--- src/inc/gen_ctl_pkg.sv ---
// Constants for the bridge general control register (upper half).
// Assumes a single 125 MHz core clock and config-space word access.
package gen_ctl_pkg;

  // ***************************************************************
  // Register location and reset
  // ***************************************************************
  localparam logic [11:0] GEN_CTL_OFFSET = 12'h0d4;  // Byte offset
  localparam logic [31:0] GEN_CTL_RESET = 32'h8206c000;  // Whole word

  // ***************************************************************
  // Field positions (upper half only)
  // ***************************************************************
  localparam int RETRY_HI = 31;
  localparam int RETRY_LO = 30;
  localparam int RSVD_HI = 29;
  localparam int RSVD_LO = 28;
  localparam int LOW_SWING_BIT = 27;
  localparam int PM_REV_BIT = 26;
  localparam int STRICT_BIT = 25;
  localparam int PREFETCH_BIT = 24;
  localparam int LINK_PM_DEF_BIT = 23;
  localparam int BUDGET_HI = 22;
  localparam int BUDGET_LO = 20;

  // ***************************************************************
  // Field encodings
  // ***************************************************************
  localparam logic [2:0] PM_REV_OLD = 3'h2;  // Version 010b
  localparam logic [2:0] PM_REV_NEW = 3'h3;  // Version 011b
  localparam logic [2:0] LOW_PRIO_STRICT = 3'h0;
  localparam logic [2:0] LOW_PRIO_DEFAULT = 3'h1;
  localparam logic [1:0] LINK_PM_OFF = 2'h0;
  localparam logic [1:0] LINK_PM_BOTH = 2'h3;
  localparam logic [1:0] RSVD_VALUE = 2'h0;

  // Slot budget action codes
  typedef enum logic [2:0] {
    BUDGET_IGNORE = 3'h0,
    BUDGET_SIGNAL = 3'h1,
    BUDGET_CLKSTOP = 3'h2,
    BUDGET_BOTH = 3'h3,
    BUDGET_UR = 3'h4
  } budget_action_type;

  // Retry timeout codes
  typedef enum logic [1:0] {
    RETRY_25US = 2'h0,
    RETRY_1MS = 2'h1,
    RETRY_25MS = 2'h2,
    RETRY_50MS = 2'h3
  } retry_sel_type;

  // ***************************************************************
  // Timing: figures in microseconds, core clock in MHz
  // ***************************************************************
  localparam int CORE_MHZ = 125;
  localparam int T_25US = 25;
  localparam int T_1MS_US = 1000;
  localparam int T_25MS_US = 25000;
  localparam int T_50MS_US = 50000;
  localparam int CYC_25US = T_25US * CORE_MHZ;
  localparam int CYC_1MS = T_1MS_US * CORE_MHZ;
  localparam int CYC_25MS = T_25MS_US * CORE_MHZ;
  localparam int CYC_50MS = T_50MS_US * CORE_MHZ;

endpackage

--- src/design/retry_timer.sv ---
// Timer that bounds a configuration retry on the secondary bus.
// Assumes start is a one-cycle pulse; abort clears a running count.
`timescale 1ns/100ps
`default_nettype none
module retry_timer
  import gen_ctl_pkg::*;
#(
  parameter int CNT_W = 23
) (
  input wire logic core_clk_i,
  input wire logic reset_n_i,
  input wire logic start_i,
  input wire logic abort_i,
  input wire logic [CNT_W-1:0] limit_i,
  output logic expired_o
);

  logic [CNT_W-1:0] count_q;  // Cycles left
  logic running_q;  // Timer active

  // ***************************************************************
  // Countdown
  // ***************************************************************
  // Load on start, count down, flag when the count reaches zero
  always_ff @(posedge core_clk_i) begin
    if (!reset_n_i || abort_i) begin
      count_q <= '0;
      running_q <= 1'b0;
    end else if (start_i) begin
      count_q <= limit_i;
      running_q <= 1'b1;
    end else if (running_q && count_q != '0) begin
      count_q <= count_q - 1'b1;
    end else begin
      running_q <= 1'b0;
    end
  end

  // Expiry is a one-cycle pulse at the end of the count
  assign expired_o = running_q && (count_q == '0) && !start_i && !abort_i;

endmodule
`default_nettype wire

--- src/design/budget_decode.sv ---
// Decodes the slot budget action into its effects.
// Assumes the shortfall input is a level from the power logic.
`timescale 1ns/100ps
`default_nettype none
module budget_decode
  import gen_ctl_pkg::*;
(
  input wire logic [2:0] action_i,
  input wire logic short_i,
  output logic signal_o,
  output logic clkstop_o,
  output logic ur_mode_o
);

  // ***************************************************************
  // Action decode
  // ***************************************************************
  // Reserved codes act like ignore
  always_comb begin
    signal_o = 1'b0;
    clkstop_o = 1'b0;
    ur_mode_o = 1'b0;
    case (action_i)
      BUDGET_SIGNAL: begin
        signal_o = short_i;
      end
      BUDGET_CLKSTOP: begin
        clkstop_o = short_i;
      end
      BUDGET_BOTH: begin
        signal_o = short_i;
        clkstop_o = short_i;
      end
      BUDGET_UR: begin
        ur_mode_o = short_i;
      end
      default: begin
        signal_o = 1'b0;
      end
    endcase
  end

endmodule
`default_nettype wire

--- src/design/bridge_general_control_reg.sv ---
// Upper half of the bridge general control register, with its effects.
// Assumes a config-space port: word write with byte enables, read data
// returned combinationally from register state.
`timescale 1ns/100ps
`default_nettype none

// Overview of operation
// Retry timeout field sets secondary retry time
// Reserved bits 29:28 read zero
// Low-swing bit halves transmitter amplitude
// Revision bit selects version and soft-reset flag
// Strict mode grants extended channel first
// Strict bit sets low-priority group default
// Prefetch force makes reads multiple-line
// Link power default bit sets power-up control
// Budget action asserts output or stops clocks
// Code 100 answers unsupported except config and power-limit messages
// Any reset restores field defaults
// Ignore reserved writes; apply changes immediately
module bridge_general_control_reg
  import gen_ctl_pkg::*;
#(
  parameter int RETRY_W = 23
) (
  input wire logic core_clk_i,
  input wire logic reset_n_i,
  input wire logic fund_reset_n_i,
  input wire logic global_reset_in_n_i,
  input wire logic por_n_i,
  input wire logic cfg_wr_i,
  input wire logic cfg_rd_i,
  input wire logic [11:0] cfg_addr_i,
  input wire logic [3:0] cfg_be_i,
  input wire logic [31:0] cfg_wdata_i,
  output logic [31:0] cfg_rdata_o,
  input wire logic retry_start_i,
  input wire logic retry_done_i,
  output logic retry_expired_o,
  output logic tx_low_swing_o,
  output logic [2:0] pm_rev_field_o,
  output logic pm_no_soft_reset_o,
  input wire logic [2:0] low_prio_count_i,
  output logic [2:0] low_prio_default_o,
  output logic ext_vc_priority_o,
  input wire logic up_mem_read_i,
  output logic upstream_prefetch_read_force_o,
  output logic treat_as_multiple_o,
  output logic [1:0] link_pm_control_o,
  input wire logic slot_power_short_i,
  output logic budget_exceeded_out_o,
  output logic sec_clk_stop_o,
  input wire logic req_is_cfg_i,
  input wire logic req_is_spl_i,
  output logic req_unsupported_o
);

  // ***************************************************************
  // Register state
  // ***************************************************************
  logic [1:0] cfg_retry_timeout_sel_q;  // Retry time select
  logic low_swing_q;  // Transmit half amplitude
  logic pm_rev_select_q;  // Power management revision
  logic strict_q;  // Strict precedence enable
  logic upstream_prefetch_read_force_q;  // Force prefetching reads
  logic link_pm_default_sel_q;  // Link power default select
  logic [2:0] slot_budget_action_q;  // Slot budget action
  logic any_reset;  // Combined reset
  logic hit_wr;  // Write to this register
  logic [RETRY_W-1:0] retry_limit;  // Cycles for chosen timeout

  // Any of the reset sources returns the fields to default
  assign any_reset = !reset_n_i || !fund_reset_n_i || !global_reset_in_n_i
    || !por_n_i;
  assign hit_wr = cfg_wr_i && (cfg_addr_i == GEN_CTL_OFFSET);

  // ***************************************************************
  // Byte 3: bits 31:24
  // ***************************************************************
  // Reserved bits 29:28 hold no state, writes to them are dropped
  always_ff @(posedge core_clk_i) begin
    if (any_reset) begin
      cfg_retry_timeout_sel_q <= GEN_CTL_RESET[RETRY_HI:RETRY_LO];
      low_swing_q <= GEN_CTL_RESET[LOW_SWING_BIT];
      pm_rev_select_q <= GEN_CTL_RESET[PM_REV_BIT];
      strict_q <= GEN_CTL_RESET[STRICT_BIT];
      upstream_prefetch_read_force_q <= GEN_CTL_RESET[PREFETCH_BIT];
    end else if (hit_wr && cfg_be_i[3]) begin
      cfg_retry_timeout_sel_q <= cfg_wdata_i[RETRY_HI:RETRY_LO];
      low_swing_q <= cfg_wdata_i[LOW_SWING_BIT];
      pm_rev_select_q <= cfg_wdata_i[PM_REV_BIT];
      strict_q <= cfg_wdata_i[STRICT_BIT];
      upstream_prefetch_read_force_q <= cfg_wdata_i[PREFETCH_BIT];
    end
  end

  // ***************************************************************
  // Byte 2: bits 23:20
  // ***************************************************************
  // Only the upper nibble of byte 2 belongs to this block
  always_ff @(posedge core_clk_i) begin
    if (any_reset) begin
      link_pm_default_sel_q <= GEN_CTL_RESET[LINK_PM_DEF_BIT];
      slot_budget_action_q <= GEN_CTL_RESET[BUDGET_HI:BUDGET_LO];
    end else if (hit_wr && cfg_be_i[2]) begin
      link_pm_default_sel_q <= cfg_wdata_i[LINK_PM_DEF_BIT];
      slot_budget_action_q <= cfg_wdata_i[BUDGET_HI:BUDGET_LO];
    end
  end

  // ***************************************************************
  // Read path
  // ***************************************************************
  // Upper half from state, reserved as zero, lower half not held here
  always_comb begin
    cfg_rdata_o = '0;
    if (cfg_rd_i && cfg_addr_i == GEN_CTL_OFFSET) begin
      cfg_rdata_o[RETRY_HI:RETRY_LO] = cfg_retry_timeout_sel_q;
      cfg_rdata_o[RSVD_HI:RSVD_LO] = RSVD_VALUE;
      cfg_rdata_o[LOW_SWING_BIT] = low_swing_q;
      cfg_rdata_o[PM_REV_BIT] = pm_rev_select_q;
      cfg_rdata_o[STRICT_BIT] = strict_q;
      cfg_rdata_o[PREFETCH_BIT] = upstream_prefetch_read_force_q;
      cfg_rdata_o[LINK_PM_DEF_BIT] = link_pm_default_sel_q;
      cfg_rdata_o[BUDGET_HI:BUDGET_LO] = slot_budget_action_q;
    end
  end

  // ***************************************************************
  // Retry timeout
  // ***************************************************************
  // Select the cycle count for the programmed timeout
  always_comb begin
    unique case (retry_sel_type'(cfg_retry_timeout_sel_q))
      RETRY_25US: retry_limit = RETRY_W'(CYC_25US);
      RETRY_1MS: retry_limit = RETRY_W'(CYC_1MS);
      RETRY_25MS: retry_limit = RETRY_W'(CYC_25MS);
      RETRY_50MS: retry_limit = RETRY_W'(CYC_50MS);
    endcase
  end

  // Countdown that ends a retried configuration request
  retry_timer #(
    .CNT_W(RETRY_W)
  ) u_retry (
    .core_clk_i(core_clk_i),
    .reset_n_i(!any_reset),
    .start_i(retry_start_i),
    .abort_i(retry_done_i),
    .limit_i(retry_limit),
    .expired_o(retry_expired_o)
  );

  // ***************************************************************
  // Field effects
  // ***************************************************************
  // Transmitter swing follows the bit directly
  assign tx_low_swing_o = low_swing_q;

  // Revision select drives version and soft-reset report
  assign pm_rev_field_o = pm_rev_select_q ? PM_REV_NEW : PM_REV_OLD;
  assign pm_no_soft_reset_o = pm_rev_select_q;

  // Strict bit picks the default group size
  assign low_prio_default_o = strict_q ? LOW_PRIO_STRICT
    : LOW_PRIO_DEFAULT;
  // Extended channel wins only in strict mode with group size zero
  assign ext_vc_priority_o = strict_q
    && (low_prio_count_i == LOW_PRIO_STRICT);

  // Forced prefetch turns every upstream read into multiple-line
  assign upstream_prefetch_read_force_o = upstream_prefetch_read_force_q;
  assign treat_as_multiple_o = up_mem_read_i
    && upstream_prefetch_read_force_q;

  // Power-up value of the link power-state control field
  assign link_pm_control_o = link_pm_default_sel_q ? LINK_PM_BOTH
    : LINK_PM_OFF;

  // ***************************************************************
  // Slot power budget
  // ***************************************************************
  logic ur_mode;  // Unsupported-request mode active

  budget_decode u_budget (
    .action_i(slot_budget_action_q),
    .short_i(slot_power_short_i),
    .signal_o(budget_exceeded_out_o),
    .clkstop_o(sec_clk_stop_o),
    .ur_mode_o(ur_mode)
  );

  // Config requests and power-limit messages are still served
  assign req_unsupported_o = ur_mode && !req_is_cfg_i
    && !req_is_spl_i;
endmodule
`default_nettype wire

--- config.mk ---
export PLATFORM = sky130hd
export DESIGN_NAME = bridge_general_control_reg
export DESIGN_NICKNAME = d
export VERILOG_FILES = /design/src/inc/gen_ctl_pkg.sv /design/src/design/retry_timer.sv /design/src/design/budget_decode.sv /design/src/design/bridge_general_control_reg.sv
export SDC_FILE = /design/constraint.sdc
export NUM_CORES = 1
export LEC_CHECK = 0
export BUFFER_PORTS_ARGS = -buffer_cell sky130_fd_sc_hd__buf_2
export CORE_ASPECT_RATIO = 1.75
export CORE_MARGIN = 5
export CORE_UTILIZATION = 43
export CTS_BUF_LIST = sky130_fd_sc_hd__clkbuf_2
export CTS_CLUSTER_DIAMETER = 50
export DETAILED_ROUTE_END_ITERATION = 10
export GPL_TIMING_DRIVEN = 0
export MAX_ROUTING_LAYER = met4
export PLACE_DENSITY = 0.79
export SETUP_SLACK_MARGIN = 0.02
export SLEW_MARGIN = 10
export SYNTH_ARGS = -nofsm -noshare
export SYNTH_HDL_FRONTEND = slang
export SYNTH_SLANG_ARGS = --single-unit
--- constraint.sdc ---
create_clock -name core_clk_i -period 2.1 [get_ports core_clk_i]
set_input_delay 0.315 -clock core_clk_i [delete_from_list [all_inputs] [get_ports core_clk_i]]
set_output_delay 0.315 -clock core_clk_i [all_outputs]
set_load 0.02 [all_outputs]
==> results of run 1 <==
==> how the worst min path moves through the flow <==
stage / startpoint / endpoint / slack (ns)
floorplan: cfg_wdata_i[31] / cfg_retry_timeout_sel_q[1] / 0.43
global placement: tx_low_swing_o / tx_low_swing_o / 0.49
finish: cfg_wdata_i[25] / strict_q / 0.14
global route: cfg_wdata_i[25] / strict_q / 0.11
CTS: cfg_wdata_i[25] / strict_q / 0.11
detailed placement: tx_low_swing_o / tx_low_swing_o / 0.51
==> repair_timing <==
item | CTS | global route
endpoints found under the setup margin | 17 | 30
gates resized for setup | 25 | 8
pin swaps | 6 | 4
setup buffers | 6 | 3
gates cloned | 0 | 0
==> registers in the layout, indices dropped and copies added (netlist names) <==
name and flops:
u_retry.count_q 23, slot_budget_action_q 3, link_pm_default_sel_q 1, upstream_prefetch_read_force_o 1, pm_no_soft_reset_o 1, tx_low_swing_o 1, u_retry.running_q 1, cfg_retry_timeout_sel_q 2
strict_q 1
==> cell type report <==
cell class | count | area (um^2) | share of cell area, %
inverters | 10 | 37.5 | 1.26
well taps | 55 | 68.8 | 2.32
flip-flops and latches | 34 | 691 | 23.3
repair buffers | 71 | 384 | 12.9
clock buffers | 6 | 30.0 | 1.01
clock inverters | 2 | 8.76 | 0.295
plain buffers | 39 | 282 | 9.49
multi-input cells | 208 | 1470 | 49.4
==> cell usage after synthesis (5+ instances only) <==
library cell and instances:
sky130_fd_sc_hd__nand2_1 13, sky130_fd_sc_hd__clkbuf_1 8, sky130_fd_sc_hd__a211oi_1 5, sky130_fd_sc_hd__mux2i_1 7, sky130_fd_sc_hd__inv_1 10, sky130_fd_sc_hd__xor2_1 8, sky130_fd_sc_hd__dfxtp_1 34, sky130_fd_sc_hd__xnor2_1 5
sky130_fd_sc_hd__or3_1 6, sky130_fd_sc_hd__nor4_1 6, sky130_fd_sc_hd__buf_4 29, sky130_fd_sc_hd__nand4_1 7, sky130_fd_sc_hd__a21oi_1 14, sky130_fd_sc_hd__and2_1 12, sky130_fd_sc_hd__nor2_1 25, sky130_fd_sc_hd__ha_1 6
sky130_fd_sc_hd__nor3_1 7
==> where the power goes <==
group	internal, mW	total (mW)	switching (mW)
registers	0.648	0.652	0.00447
clock network	0.0819	0.296	0.214
logic	0.107	0.249	0.142
==> per-layer routing <==
layer	vias to the layer above	global-route usage, %	share of wire (%)
li1	1111	-	-
met1	1010	17.3	35
met2	127	33.1	53
met3	23	3.94	7.1
met4	0	13.0	5.3
met5	-	-	0
==> logic make-up (layout without fill, tap and decap cells) <==
| logic type | after synthesis | count (layout) | share of synthesized area, % |
|---|---|---|---|
| AO/OA/AOI/OAI | 53 | 53 | 17.9 |
| XOR/XNOR | 13 | 13 | 5.06 |
| adder cells (fa/ha/maj) | 6 | 6 | 3.34 |
| buffers and inverters | 50 | 128 | 13.6 |
| flip-flops | 34 | 34 | 30.3 |
| multiplexers | 8 | 8 | 3.62 |
| other | 2 | 26 | 0.334 |
| AND/OR/NAND/NOR | 102 | 102 | 25.9 |
==> critical path: stages, from the launching register on <==
cell	delay [ns]
sky130_fd_sc_hd__dfxtp_2	0.35
sky130_fd_sc_hd__or3_4	0.41
sky130_fd_sc_hd__or3_4	0.36
sky130_fd_sc_hd__nor3_4	0.17
sky130_fd_sc_hd__and2_4	0.16
sky130_fd_sc_hd__buf_6	0.11
==> flow_summary.yaml, run 1 <==
run_status:
  status: "complete, but fails checks"
  failed_checks: "negative setup slack"
pwr:
  power.density_nw_per_um2: 403
  vdd_drop_max_v: 0.000391
  standby_leakage_power_nw: 1.35
  post-layout-total-power_mw: 1.20
detailed_routing:
  drt_iter0_drc: 67
  avgViaCountPerCell: 5.34
  detailroute.via_count: 2271
  antenna_left: 0
  route.final.wire_length_um: 5950
  detail_route.drc_violations: 0
  drt-pass1-iter-count: 4
  drt-wirelength-per-cell_um: 14.0
grt:
  global_route_wire_length_before_repair_um: 9960
  grt_antenna_before_repair: 0
  grt_max_degree: 11
  gr-usage-all-layers_pct: 18.6
  grt_pass1_vias: 2350
  grt-ovfl-total: 0
floorplanning:
  die_y_um: 106
  rows: 35
  core-area_um2: 5170
  design.die.area_um2: 6830
  floorplan.initialDensity_pct: 43.5
  die_width_um: 64.7
  io-pin-count: 113
worst_setup_path:
  crit-reg2reg-launch: "u_retry.count_q[13]"
  timing.critical_path.arrival_ns: 1.93
  setup.reg_to_reg.worst_slack_ns: -0.06
  critical_register_to_register_path_endpoint: "u_retry.count_q[4]"
  worst_setup_path_start_kind: "flip-flop"
  endpoint: "retry_expired_o"
  cp_max_fo: 4
  timing_worst_setup_path_type: "flip-flop to output pin"
  timing.critical_path.to_type: "output pin"
  worst_r2r_path_depth: 7
  critPathRequiredTime_ns: 1.78
  timing.critical_path.from: "u_retry.count_q[20]"
sta:
  worst_pin_slew_ns: 0.577
  final.period_utilization_pct: 107
  fin_skew_ns: 0.00974
  fmax_ghz: 0.446
  slew_headroom_pct: 61.4
  timing_max_transition_violations_final: 0
  setup-violations-final: 7
  fin_setup_tns_ns: -0.389
  rsz_0062_raised_after_global_routing: "true"
  hold_slack_final_ns: 0.138
  fin_crit_ns: 2.24
  hold_violations: 0
  fin_ws_ns: -0.142
synth:
  async_flop_share_pct: 0
  number_of_flops_mapped_to_enable_cells_by_yosys: 0
  ranking_of_synthesized_cells_by_area: "sky130_fd_sc_hd__dfxtp_1, sky130_fd_sc_hd__buf_4, sky130_fd_sc_hd__nor2_1, sky130_fd_sc_hd__and2_1, sky130_fd_sc_hd__ha_1"
  netlist_instances: 268
  total_of_warnings_raised_by_yosys: 0
  sequential_element_share_of_the_synthesized_area_pct: 30.3
  synth_top_area_share_pct: 30.3
  ys_dominant_reg_cell: "sky130_fd_sc_hd__dfxtp_1"
  mappedNetlistArea_um2: 2250
  syn-mean-instance-area_um2: 8.39
  post_synth_num_cell_types: 55
  yosys.area.top_type: "sky130_fd_sc_hd__dfxtp_1"
  synth.ff_latch_count: 34
clocking:
  cts_inserted_buffers: 5
  insertion_delay_ns: 0.37
  cts_root_buf: "sky130_fd_sc_hd__clkbuf_2"
  number_of_levels_the_h_tree_was_split_into: 2
  clock_path_buffers: 2
  worst_setup_hold_path_clk_slew_ns: 0.17
  cts_tree: "yes"
  cts_sinks: 34
  postCtsHoldBufs: 0
layout:
  finish.utilization_pct: 57.4
  fin_area_um2: 2970
  n_antenna_cell: 0
  synthToLayoutAreaGrowth_pct: 32.0
  layout-drive-gt1-share_pct: 38.6
  n_fill_cell: 465
  finalNetCount: 439
  mostFrequentLayoutCells: "sky130_fd_sc_hd__buf_2, sky130_fd_sc_hd__buf_4, sky130_fd_sc_hd__dfxtp_1, sky130_fd_sc_hd__conb_1, sky130_fd_sc_hd__nor2_1"
  most_common_cell_after_layout_fill_and_taps_aside: "sky130_fd_sc_hd__buf_2"
  final-instance-count-excl-fill: 425
hold_path:
  worst_hold_path_type: "primary input to flip-flop"
  hold-path-cell-count: 2
place:
  detailedPlacementHpwl_um: 4760
  pre_cts_slack_ns: -0.317
  cell_area_after_placement_um2: 2730
  port_buffers: 62
  placed_cells_incl_taps: 409
  globalplace.congestion: 0.947
flow_run:
  timing.max_cap.violations: 0
Power figures use the tool's default switching activity.
==> run 2, diff against run 1 <==
--- a/config.mk
+++ b/config.mk
@@ -6,15 +6,15 @@
 export NUM_CORES = 1
 export LEC_CHECK = 0
 export BUFFER_PORTS_ARGS = -buffer_cell sky130_fd_sc_hd__buf_2
-export CORE_ASPECT_RATIO = 1.75
+export CORE_ASPECT_RATIO = 1.25
 export CORE_MARGIN = 5
-export CORE_UTILIZATION = 43
+export CORE_UTILIZATION = 51
 export CTS_BUF_LIST = sky130_fd_sc_hd__clkbuf_2
 export CTS_CLUSTER_DIAMETER = 50
 export DETAILED_ROUTE_END_ITERATION = 10
 export GPL_TIMING_DRIVEN = 0
 export MAX_ROUTING_LAYER = met4
-export PLACE_DENSITY = 0.79
+export PLACE_DENSITY = 0.88
 export SETUP_SLACK_MARGIN = 0.02
 export SLEW_MARGIN = 10
 export SYNTH_ARGS = -nofsm -noshare
==> constraint.sdc (replaced) <==
create_clock -name core_clk_i -period 2.91 [get_ports core_clk_i]
set_input_delay 0.4365 -clock core_clk_i [delete_from_list [all_inputs] [get_ports core_clk_i]]
set_output_delay 0.4365 -clock core_clk_i [all_outputs]
set_load 0.02 [all_outputs]
==> run 2 against run 1 <==
  * The flow now finishes without violations
  * Worst setup slack gained 0.33 ns
  * Critical endpoint unchanged
  * Register-to-register slack gained 0.64 ns
  * Worst hold slack better by 0.10 ns
  * Clock-buffer cell count decreased by 1
==> flow_summary.yaml, run 2 (synthesis gave the netlist of run 1 again) <==
run_status:
  status: "finished, final reports clean"
worst_setup_path:
  worst_path_dominant_cell_family: "simple AND/OR/NAND/NOR gates"
  critPathRequiredTime_ns: 2.47
  timing.critical_path.arrival_ns: 2.28
  critical-path-slowest-cell: "sky130_fd_sc_hd__dfxtp_1"
  timing.critical_path.to_type: "output pin"
  cpPeakStageDelay_ns: 0.39
  cp.buffers_inverters: 3
  worst_setup_path_start_kind: "flip-flop"
  cp_max_fo: 10
  timing_worst_setup_path_type: "flip-flop to output pin"
  timing.critical_path.cells: "inv_1 > ha_1 > nor2b_2 > nand4_1 > clkbuf_4 > nor3_2 > and2_1 > buf_2"
layout:
  finalNetCount: 432
  final-instance-count-excl-fill: 421
  regMostFlops: "u_retry.count_q"
  synthToLayoutAreaGrowth_pct: 25.4
  most_common_cell_after_layout_fill_and_taps_aside: "sky130_fd_sc_hd__buf_2"
  largest_register_ffs: 23
  n_antenna_cell: 0
  mostFrequentLayoutCells: "sky130_fd_sc_hd__buf_2, sky130_fd_sc_hd__dfxtp_1, sky130_fd_sc_hd__buf_4, sky130_fd_sc_hd__conb_1, sky130_fd_sc_hd__nor2_1"
  layout-drive-gt1-share_pct: 33.1
  finish.utilization_pct: 65.2
  reg.largest.list: "u_retry.count_q x23, slot_budget_action_q x3, cfg_retry_timeout_sel_q x2"
  fin_area_um2: 2820
sta:
  fin_setup_tns_ns: 0
  rsz_0062_raised_after_global_routing: "false"
  setup-violations-final: 0
  fin_skew_ns: 0.0216
  fin_crit_ns: 2.72
  worst_pin_slew_ns: 0.695
  hold_slack_final_ns: 0.242
  timing_max_transition_violations_final: 0
  hold_violations: 0
  final.period_utilization_pct: 93.5
  slew_headroom_pct: 52.5
  fin_ws_ns: 0.189
  fmax_ghz: 0.367
detailed_routing:
  route.final.wire_length_um: 5680
  drt-pass1-iter-count: 4
  antenna_left: 0
  drt_iter0_drc: 200
  detail_route.drc_violations: 0
  detailroute.via_count: 2205
  drt-wirelength-per-cell_um: 13.5
  avgViaCountPerCell: 5.24
clocking:
  insertion_delay_ns: 0.40
  cts_inserted_buffers: 5
  cts_sinks: 34
  worst_setup_hold_path_clk_slew_ns: 0.18
  clock_path_buffers: 2
  cts_tree: "yes"
  number_of_levels_the_h_tree_was_split_into: 2
  cts_root_buf: "sky130_fd_sc_hd__clkbuf_2"
place:
  globalplace.congestion: 0.898
  detailedPlacementHpwl_um: 4450
  cell_area_after_placement_um2: 2720
  pre_cts_slack_ns: 0.150
  placed_cells_incl_taps: 412
  port_buffers: 62
floorplanning:
  core-area_um2: 4320
  die_y_um: 84.2
  die_width_um: 69.4
  floorplan.initialDensity_pct: 52.0
  design.die.area_um2: 5840
  rows: 27
  io-pin-count: 113
grt:
  grt-ovfl-total: 0
  gr-usage-all-layers_pct: 20.3
  grt_antenna_before_repair: 0
  grt_max_degree: 13
  grt_pass1_vias: 2248
  global_route_wire_length_before_repair_um: 9520
pwr:
  post-layout-total-power_mw: 0.957
  vdd_drop_max_v: 0.000301
  power.density_nw_per_um2: 340
  standby_leakage_power_nw: 1.29
flow_run:
  timing.max_cap.violations: 0
hold_path:
  worst_hold_path_type: "primary input to flip-flop"
-- run 2: what timing repair did --
item | in CTS | in global routing
pin swaps | 0 | 0
hold buffers | 0 | 0
buffers inserted | 1 | 0
resized for setup | 3 | 2
endpoints found under the setup margin | 1 | 1
-- run 2: worst reg2reg max path: cells and delay by family (launching register included) --
family          cells  cell delay [ns]
simple gates        3             0.44
buf+inv             2             0.23
compound gates      1             0.66
xor+xnor            1             0.21
flops               1             0.45
fa+ha+maj           1             0.25
-- run 2: power by group --
| group | switching (mW) | internal [mW] | total, mW |
|---|---|---|---|
| logic | 0.0952 | 0.0695 | 0.165 |
| clock network | 0.176 | 0.144 | 0.320 |
| registers | 0.00312 | 0.469 | 0.472 |
-- run 2: layout make-up --
class | instances | area, um^2
buffer | 40 | 272
tap | 58 | 72.6
multi-input combinational | 208 | 1370
clock inverter | 3 | 45.0
timing repair buffer | 63 | 318
fill | 373 | 1510
sequential | 34 | 681
clock buffer | 5 | 25.0
inverter | 10 | 37.5
-- run 2: layer usage --
layer / GRT usage [%] / share of wire, % / vias to the layer above
li1: - / - / 1096
met1: 22.5 / 40 / 961
met2: 34.1 / 49 / 133
met3: 5.39 / 9.1 / 15
met4: 8.70 / 2.1 / 0
met5: - / 0 / -
-- run 2: path summary, 6_finish.rpt --
check / start / to / slack [ns] / cells after the start
worst max register to register: u_retry.count_q[0] / u_retry.count_q[7] / 0.58 / 8
worst min-delay path: cfg_wdata_i[31] / cfg_retry_timeout_sel_q[1] / 0.24 / 2
worst max-delay path: u_retry.count_q[0] / retry_expired_o / 0.19 / 8
worst min register to register: u_retry.count_q[1] / u_retry.count_q[1] / 0.56 / 2
